## src/imu_out_pkg.sv

```systemverilog
/*
 * Constants for the inertial output data registers: byte addresses,
 * word layout, sample packing, rate scale factors and buffer depth.
 * Assumes a byte-addressed register read port driven by serial logic.
 */
package imu_out_pkg;
    localparam int ADDR_W = 7;
    localparam int WORD_W = 16;
    localparam int CHAN_W = 32;
    localparam int NUM_CHAN = 6;
    localparam int NUM_WORDS = 12;
    localparam int SAMPLE_W = NUM_CHAN * CHAN_W;
    localparam int FIFO_DEPTH = 8;
    localparam int IDX_W = 4;

    // ========================================================
    // register byte addresses (each word spans an address pair)
    localparam logic [ADDR_W-1:0] RATE_X_LOW_ADDR = 7'h04;
    localparam logic [ADDR_W-1:0] RATE_X_HIGH_ADDR = 7'h06;
    localparam logic [ADDR_W-1:0] RATE_Y_LOW_ADDR = 7'h08;
    localparam logic [ADDR_W-1:0] RATE_Y_HIGH_ADDR = 7'h0A;
    localparam logic [ADDR_W-1:0] RATE_Z_LOW_ADDR = 7'h0C;
    localparam logic [ADDR_W-1:0] RATE_Z_HIGH_ADDR = 7'h0E;
    localparam logic [ADDR_W-1:0] ACCEL_X_LOW_ADDR = 7'h10;
    localparam logic [ADDR_W-1:0] ACCEL_X_HIGH_ADDR = 7'h12;
    localparam logic [ADDR_W-1:0] ACCEL_Z_HIGH_ADDR = 7'h1A;
    localparam logic [ADDR_W-1:0] FIRST_ADDR = RATE_X_LOW_ADDR;
    localparam logic [ADDR_W-1:0] LAST_ADDR = 7'h1B;

    // ========================================================
    // values after reset and fixed formats
    localparam logic [WORD_W-1:0] DATA_RESET = 16'h0000;
    localparam logic [SAMPLE_W-1:0] SAMPLE_RESET = '0;
    localparam logic [WORD_W-1:0] UNMAPPED_READ = 16'h0000;
    localparam logic [WORD_W-1:0] ACCEL_POS_FS = 16'h7D00;
    localparam logic [WORD_W-1:0] ACCEL_NEG_FS = 16'h8300;

    // ========================================================
    // rate range variants and scale factors in counts per deg/s
    localparam logic [1:0] RANGE_125 = 2'h0;
    localparam logic [1:0] RANGE_500 = 2'h1;
    localparam logic [1:0] RANGE_2000 = 2'h2;
    localparam logic [7:0] SCALE_125 = 8'hA0;
    localparam logic [7:0] SCALE_500 = 8'h28;
    localparam logic [7:0] SCALE_2000 = 8'h0A;
endpackage : imu_out_pkg

```

## src/inertial_output_data_regs.sv

```systemverilog
/*
 * Read-only inertial output data registers: three rate channels and
 * three acceleration channels, each a low and a high 16-bit word.
 * Assumes serial framing logic on the same clock presents byte
 * addresses and takes read data one cycle later.
 */
`timescale 1ns/100ps
`default_nettype none
module inertial_output_data_regs
    import imu_out_pkg::*;
(
    input wire logic clock,
    input wire logic arst_n,
    input wire logic ce,
    input wire logic sample_valid,
    output logic sample_ready,
    input wire logic [CHAN_W-1:0] rate_x_in,
    input wire logic [CHAN_W-1:0] rate_y_in,
    input wire logic [CHAN_W-1:0] rate_z_in,
    input wire logic [CHAN_W-1:0] accel_x_in,
    input wire logic [CHAN_W-1:0] accel_y_in,
    input wire logic [CHAN_W-1:0] accel_z_in,
    input wire logic update_tick,
    input wire logic [1:0] range_sel,
    output logic [7:0] rate_scale,
    input wire logic rd_en,
    input wire logic [ADDR_W-1:0] rd_addr,
    output logic rd_valid,
    output logic [WORD_W-1:0] rd_data,
    input wire logic wr_en,
    input wire logic [ADDR_W-1:0] wr_addr,
    output logic wr_ignored
);

    // ========================================================
    // helpers
    function automatic logic addr_hit(input logic [ADDR_W-1:0] a);
        addr_hit = (a >= FIRST_ADDR) && (a <= LAST_ADDR);
    endfunction : addr_hit

    // word index: low word of channel k is 2k, high word 2k+1
    function automatic logic [IDX_W-1:0] addr_index(input logic [ADDR_W-1:0] a);
        logic [ADDR_W-1:0] off;
        off = a - FIRST_ADDR;
        addr_index = off[IDX_W:1];
    endfunction : addr_index

    function automatic logic [7:0] scale_of(input logic [1:0] r);
        logic [7:0] s;
        s = SCALE_2000;
        if (r == RANGE_125)
        begin
            s = SCALE_125;
        end
        else if (r == RANGE_500)
        begin
            s = SCALE_500;
        end
        scale_of = s;
    endfunction : scale_of

    // ========================================================
    // sample buffer
    logic [SAMPLE_W-1:0] fifo_in;
    logic [SAMPLE_W-1:0] fifo_out;
    logic fifo_valid;
    logic load;

    // channel k occupies bits [32k+31:32k], its high word on top
    // words pass unchanged
    assign fifo_in = {accel_z_in, accel_y_in, accel_x_in,
                      rate_z_in, rate_y_in, rate_x_in};

    imu_sample_fifo
    #(
        .WIDTH(SAMPLE_W),
        .DEPTH(FIFO_DEPTH)
    )
    u_fifo
    (
        .clock(clock),
        .arst_n(arst_n),
        .ce(ce),
        .in_valid(sample_valid),
        .in_ready(sample_ready),
        .in_data(fifo_in),
        .out_valid(fifo_valid),
        .out_ready(update_tick),
        .out_data(fifo_out)
    );

    // ========================================================
    // output data words
    logic [SAMPLE_W-1:0] sample_q, sample_d;

    always_comb
    begin
        load = ce && update_tick && fifo_valid;
        sample_d = sample_q;
        if (load)
        begin
            sample_d = fifo_out;
        end
    end

    always_ff @(posedge clock or negedge arst_n)
    begin
        if (!arst_n)
        begin
            sample_q <= SAMPLE_RESET;
        end
        else
        begin
            sample_q <= sample_d;
        end
    end

    // ========================================================
    // read port and write absorption
    logic rd_valid_q, rd_valid_d;
    logic [WORD_W-1:0] rd_data_q, rd_data_d;
    logic [7:0] scale_q, scale_d;

    always_comb
    begin
        rd_valid_d = rd_valid_q;
        rd_data_d = rd_data_q;
        scale_d = scale_q;
        if (ce)
        begin
            rd_valid_d = rd_en;
            scale_d = scale_of(range_sel);
            if (rd_en && addr_hit(rd_addr))
            begin
                rd_data_d = sample_q[addr_index(rd_addr)*WORD_W +: WORD_W];
            end
            else if (rd_en)
            begin
                rd_data_d = UNMAPPED_READ;
            end
        end
    end

    always_ff @(posedge clock or negedge arst_n)
    begin
        if (!arst_n)
        begin
            rd_valid_q <= 1'b0;
            rd_data_q <= DATA_RESET;
            scale_q <= SCALE_125;
        end
        else
        begin
            rd_valid_q <= rd_valid_d;
            rd_data_q <= rd_data_d;
            scale_q <= scale_d;
        end
    end

    assign rd_valid = rd_valid_q;
    assign rd_data = rd_data_q;
    assign rate_scale = scale_q;
    assign wr_ignored = ce && wr_en && addr_hit(wr_addr);
endmodule : inertial_output_data_regs
`default_nettype wire

```

## src/imu_sample_fifo.sv

```systemverilog
/*
 * Sample buffer: synchronous FIFO, width and depth as parameters,
 * valid/ready on both sides. Assumes one clock and a clock enable.
 */
`timescale 1ns/100ps
`default_nettype none
module imu_sample_fifo
#(
    parameter int WIDTH = 192,
    parameter int DEPTH = 8
)
(
    input wire logic clock,
    input wire logic arst_n,
    input wire logic ce,
    input wire logic in_valid,
    output logic in_ready,
    input wire logic [WIDTH-1:0] in_data,
    output logic out_valid,
    input wire logic out_ready,
    output logic [WIDTH-1:0] out_data
);
    localparam int PW = $clog2(DEPTH);

    logic [WIDTH-1:0] mem_q [DEPTH];
    logic [PW:0] wr_ptr_q, wr_ptr_d;
    logic [PW:0] rd_ptr_q, rd_ptr_d;
    logic push, pop, full, empty;

    // ========================================================
    // flags and pointers
    always_comb
    begin
        full = (wr_ptr_q[PW] != rd_ptr_q[PW]) && (wr_ptr_q[PW-1:0] == rd_ptr_q[PW-1:0]);
        empty = (wr_ptr_q == rd_ptr_q);
        in_ready = !full;
        out_valid = !empty;
        push = ce && in_valid && !full;
        pop = ce && out_ready && !empty;
        wr_ptr_d = push ? wr_ptr_q + 1'b1 : wr_ptr_q;
        rd_ptr_d = pop ? rd_ptr_q + 1'b1 : rd_ptr_q;
        out_data = mem_q[rd_ptr_q[PW-1:0]];
    end

    always_ff @(posedge clock or negedge arst_n)
    begin
        if (!arst_n)
        begin
            wr_ptr_q <= '0;
            rd_ptr_q <= '0;
        end
        else
        begin
            wr_ptr_q <= wr_ptr_d;
            rd_ptr_q <= rd_ptr_d;
        end
    end

    // storage has no reset; contents are only read when valid
    always_ff @(posedge clock)
    begin
        if (push)
        begin
            mem_q[wr_ptr_q[PW-1:0]] <= in_data;
        end
    end
endmodule : imu_sample_fifo
`default_nettype wire

```

## config.mk

```make
export PLATFORM = sky130hd
export DESIGN_NAME = inertial_output_data_regs
export DESIGN_NICKNAME = d
export VERILOG_FILES = /design/src/imu_out_pkg.sv /design/src/inertial_output_data_regs.sv /design/src/imu_sample_fifo.sv
export SDC_FILE = /design/constraint.sdc
export NUM_CORES = 2
export LEC_CHECK = 0
export ABC_CLOCK_PERIOD_IN_PS = 28400
export BUFFER_PORTS_ARGS = -buffer_cell sky130_fd_sc_hd__buf_4
export CORE_MARGIN = 4
export CORE_UTILIZATION = 45
export DETAILED_ROUTE_END_ITERATION = 10
export GPL_ROUTABILITY_DRIVEN = 0
export PLACE_DENSITY = 0.58
export RECOVER_POWER = 25
export SLEW_MARGIN = 15
export SYNTH_ARGS = -nofsm -noshare
export SYNTH_HDL_FRONTEND = slang
export SYNTH_SLANG_ARGS = --single-unit
```

## constraint.sdc

```tcl
create_clock -name clock -period 28.4 [get_ports clock]
set_clock_uncertainty 0.1 [all_clocks]
set_input_delay 0 -clock clock [delete_from_list [all_inputs] [get_ports clock]]
set_output_delay 0 -clock clock [all_outputs]
set_load 0.005 [all_outputs]
```

==> impl_metrics.json <==
{
  "slew_viol_final": 53,
  "p_leak_nw": 27.4,
  "ff2ff_setup_slack_ns": 22.60,
  "clock_latency_ns": 0.81,
  "cts_buffers": 178,
  "vias": 33139,
  "cts_tree": "built",
  "swShare_pct": 28.4,
  "cp-startpoint": "u_fifo.rd_ptr_q[0]",
  "start_kind": "flop",
  "die_area_um2": 155000,
  "power.density_nw_per_um2": 92.1,
  "reg2reg_depth": 7,
  "cts_root_buf": "clkbuf_16",
  "ys_async_sr_fraction_pct": 12.6,
  "crit_path_end": "u_fifo.mem_q[5][134]",
  "area_growth_pct": 20.6,
  "drive_gt1_share_pct": 23.7,
  "power.ir.vdd_worst_uv": 81.0,
  "grt_antenna_before_repair": 36,
  "worst_path_most_repeated_cell": "buf_4",
  "avgSynthCellArea_um2": 21.1,
  "max_cap_viol_count": 1,
  "critPathCaptureType": "flop",
  "finalCritPeriodShare_pct": 20.4,
  "cts.sinks": 1757,
  "via_per_inst": 5.56,
  "finalHoldViolCount": 0,
  "power_frac_seq_pct": 44.6,
  "core_region_area_um2": 148000,
  "num_io_pins": 242,
  "track_usage_pct": 20.5,
  "setup_viol": 0,
  "synth_seq_area_share_pct": 77.2,
  "synthDominantCellAreaShare_pct": 68.9,
  "drtAntennaViolNets": 0,
  "p_int_mw": 5.32,
  "clkSlewWorstSetupHoldPaths_ns": 0.06,
  "die_x_um": 394,
  "maxSlewHeadroom_pct": -104,
  "grt_pass1_vias": 35087,
  "dpl.hpwl_um": 87600,
  "status": "finished with violations",
  "worstPathArrival_ns": 6.13,
  "crit_required_ns": 28.72,
  "synth_area_um2": 66900,
  "fmax_mhz": 172,
  "fp.dieH_um": 394,
  "wl_per_cell_um": 26.6,
  "post-route-min-period_ns": 5.80,
  "grt_overflow": 0,
  "path_cells": "xnor2_1, a41oi_1, nand2_1, nor2_4, buf_4, buf_4, buf_4",
  "synth.most_common_cell": "edfxtp_1",
  "start_util_pct": 45.3,
  "worstSetupPathType": "reg2reg",
  "grt_pass1_wl_um": 234000,
  "ys_top_cells_by_area": "edfxtp_1 69%, mux4_2 13%, dfrtp_1 8.2%",
  "p_total_mw": 7.43,
  "cp_max_fo": 53,
  "tns_ns": 0,
  "hold_path.class": "in2reg",
  "slowest_delay_ns": 0.94,
  "rr_endpoint": "u_fifo.mem_q[5][134]",
  "rsz0062_at_grt": "false",
  "yosys_most_used_dff": "edfxtp_1",
  "tightest_slew_ns": 3.07,
  "cp_slowest_cell": "nor2_4",
  "synth_edf_count": 1536,
  "cts_resized": 0,
  "nets": 4075,
  "p_switching_mw": 2.11,
  "ys.warnings.count": 0,
  "drc_errors": 0,
  "synthCells": 3164,
  "drt-initial-drc-count": 2636,
  "synthDistinctLibCells": 38,
  "dr.pass1.iters": 5,
  "violations": "capacitance limit, slew limit",
  "htreeDepth": 4,
  "crit-reg2reg-launch": "u_fifo.rd_ptr_q[0]",
  "power_frac_comb_pct": 24.6,
  "wirelength_um": 159000,
  "numPortBuffers": 235,
  "synthTopCellsByCount": "1536 x edfxtp_1, 384 x mux4_2, 288 x mux2i_1",
  "clk_path_buf_depth": 3,
  "grt_max_degree": 198,
  "yosysTopAreaCell": "edfxtp_1",
  "synth-seq-cells": 1757,
  "rows": 141,
  "clockPowerShare_pct": 30.8
}
registers in the layout (all words and copies together), names as in the netlist:
name,cells
rd_valid,1
u_fifo.wr_ptr_q,4
sample_q,192
rd_data,16
rate_scale,4
u_fifo.rd_ptr_q,4
u_fifo.mem_q,1536
per-layer routing:
metal / vias to the layer above / GRT usage, % / part of all wire, %
li1: 14396 / - / -
met1: 17606 / 27.2 / 41
met5: - / 0 / 0.076
met2: 889 / 34.6 / 51
met3: 228 / 4.82 / 6.6
met4: 20 / 5.08 / 1.9
per-stage QoR:
stage                     setup slack [ns]  cells  util [%]  cell area (um^2)  hold WS (ns)
after floorplan                      13.09   3167         -             66900        -0.396
after global placement               22.45   5199      47.9             70800        -0.152
after detailed placement             22.40   5199      47.9             70800        -0.153
after CTS                            22.39   5938      54.6             80600        0.0125
after global routing                 22.14   5943      54.6             80600        0.0888
final                                22.60   5960      54.6             80700         0.114
power groups by stage:
stage	Sequential (mW)	Clock, mW	Combinational [mW]
floorplan	3.33	0	1.33
global placement	3.35	0	1.79
detailed placement	3.37	0	1.82
CTS	3.32	2.34	1.87
global route	3.34	2.46	1.99
finish	3.31	2.29	1.83
worst min path at each step:
stage,from,to,slack (ns),depth (start not counted)
3_5_place_dp,arst_n,sample_q[180],-0.15,1
3_3_place_gp,arst_n,sample_q[180],-0.15,1
6_report,ce,rd_valid,0.11,3
2_1_floorplan,arst_n,rate_scale[1],-0.40,0
4_1_cts,rate_x_in[29],u_fifo.mem_q[3][29],0.01,2
5_1_grt,rd_en,rd_valid,0.09,4
critical path, delay by kind of cell (launching register included):
kind	cells	cell delay [ns]
flip-flops	1	0.91
AO/OA/AOI/OAI	1	0.53
XOR/XNOR	1	0.28
AND/OR/NAND/NOR	2	1.23
buffers and inverters	3	2.23
repair_timing:
| item | 4_1_cts | 5_1_grt |
|---|---|---|
| hold buffers | 405 | 0 |
| hold endpoints to repair | 1730 | 0 |
| setup endpoints to repair | 0 | 0 |
| setup buffers | 0 | 0 |
kinds of logic after synthesis:
group,synth area share [%]
xor gates and xnor gates,0.157
DFF,77.2
adders and majority gates,0.0935
and+or+nand+nor,1.70
buffers and inverters,1.37
AOI/OAI and AO/OA,2.16
other,0.00561
muxes,17.3
area by class of cell:
| class | count | area (um^2) |
|---|---|---|
| Fill cell | 11275 | 67000 |
| Sequential cell | 1757 | 51700 |
| Multi-Input combinational cell | 1219 | 14400 |
| Timing Repair Buffer | 693 | 6300 |
| Clock buffer | 256 | 4980 |
| Tap cell | 1930 | 2410 |
| Clock inverter | 78 | 835 |
| Antenna cell | 21 | 52.6 |
| Inverter | 6 | 30.0 |
layout by cell type (no fill, tap or decap), drive strengths merged, types with 15 or more instances in the layout:
master       instances
dlygate4sd3        404
diode               21
edfxtp            1536
mux4               384
clkinv              55
clkbuf             378
o22ai               17
dfrtp              219
or4                 17
mux2i              288
nor2               229
a21oi              193
buf                167
inv                 15
o221ai              16
a32o                16
(Power assumes the default switching activity.)
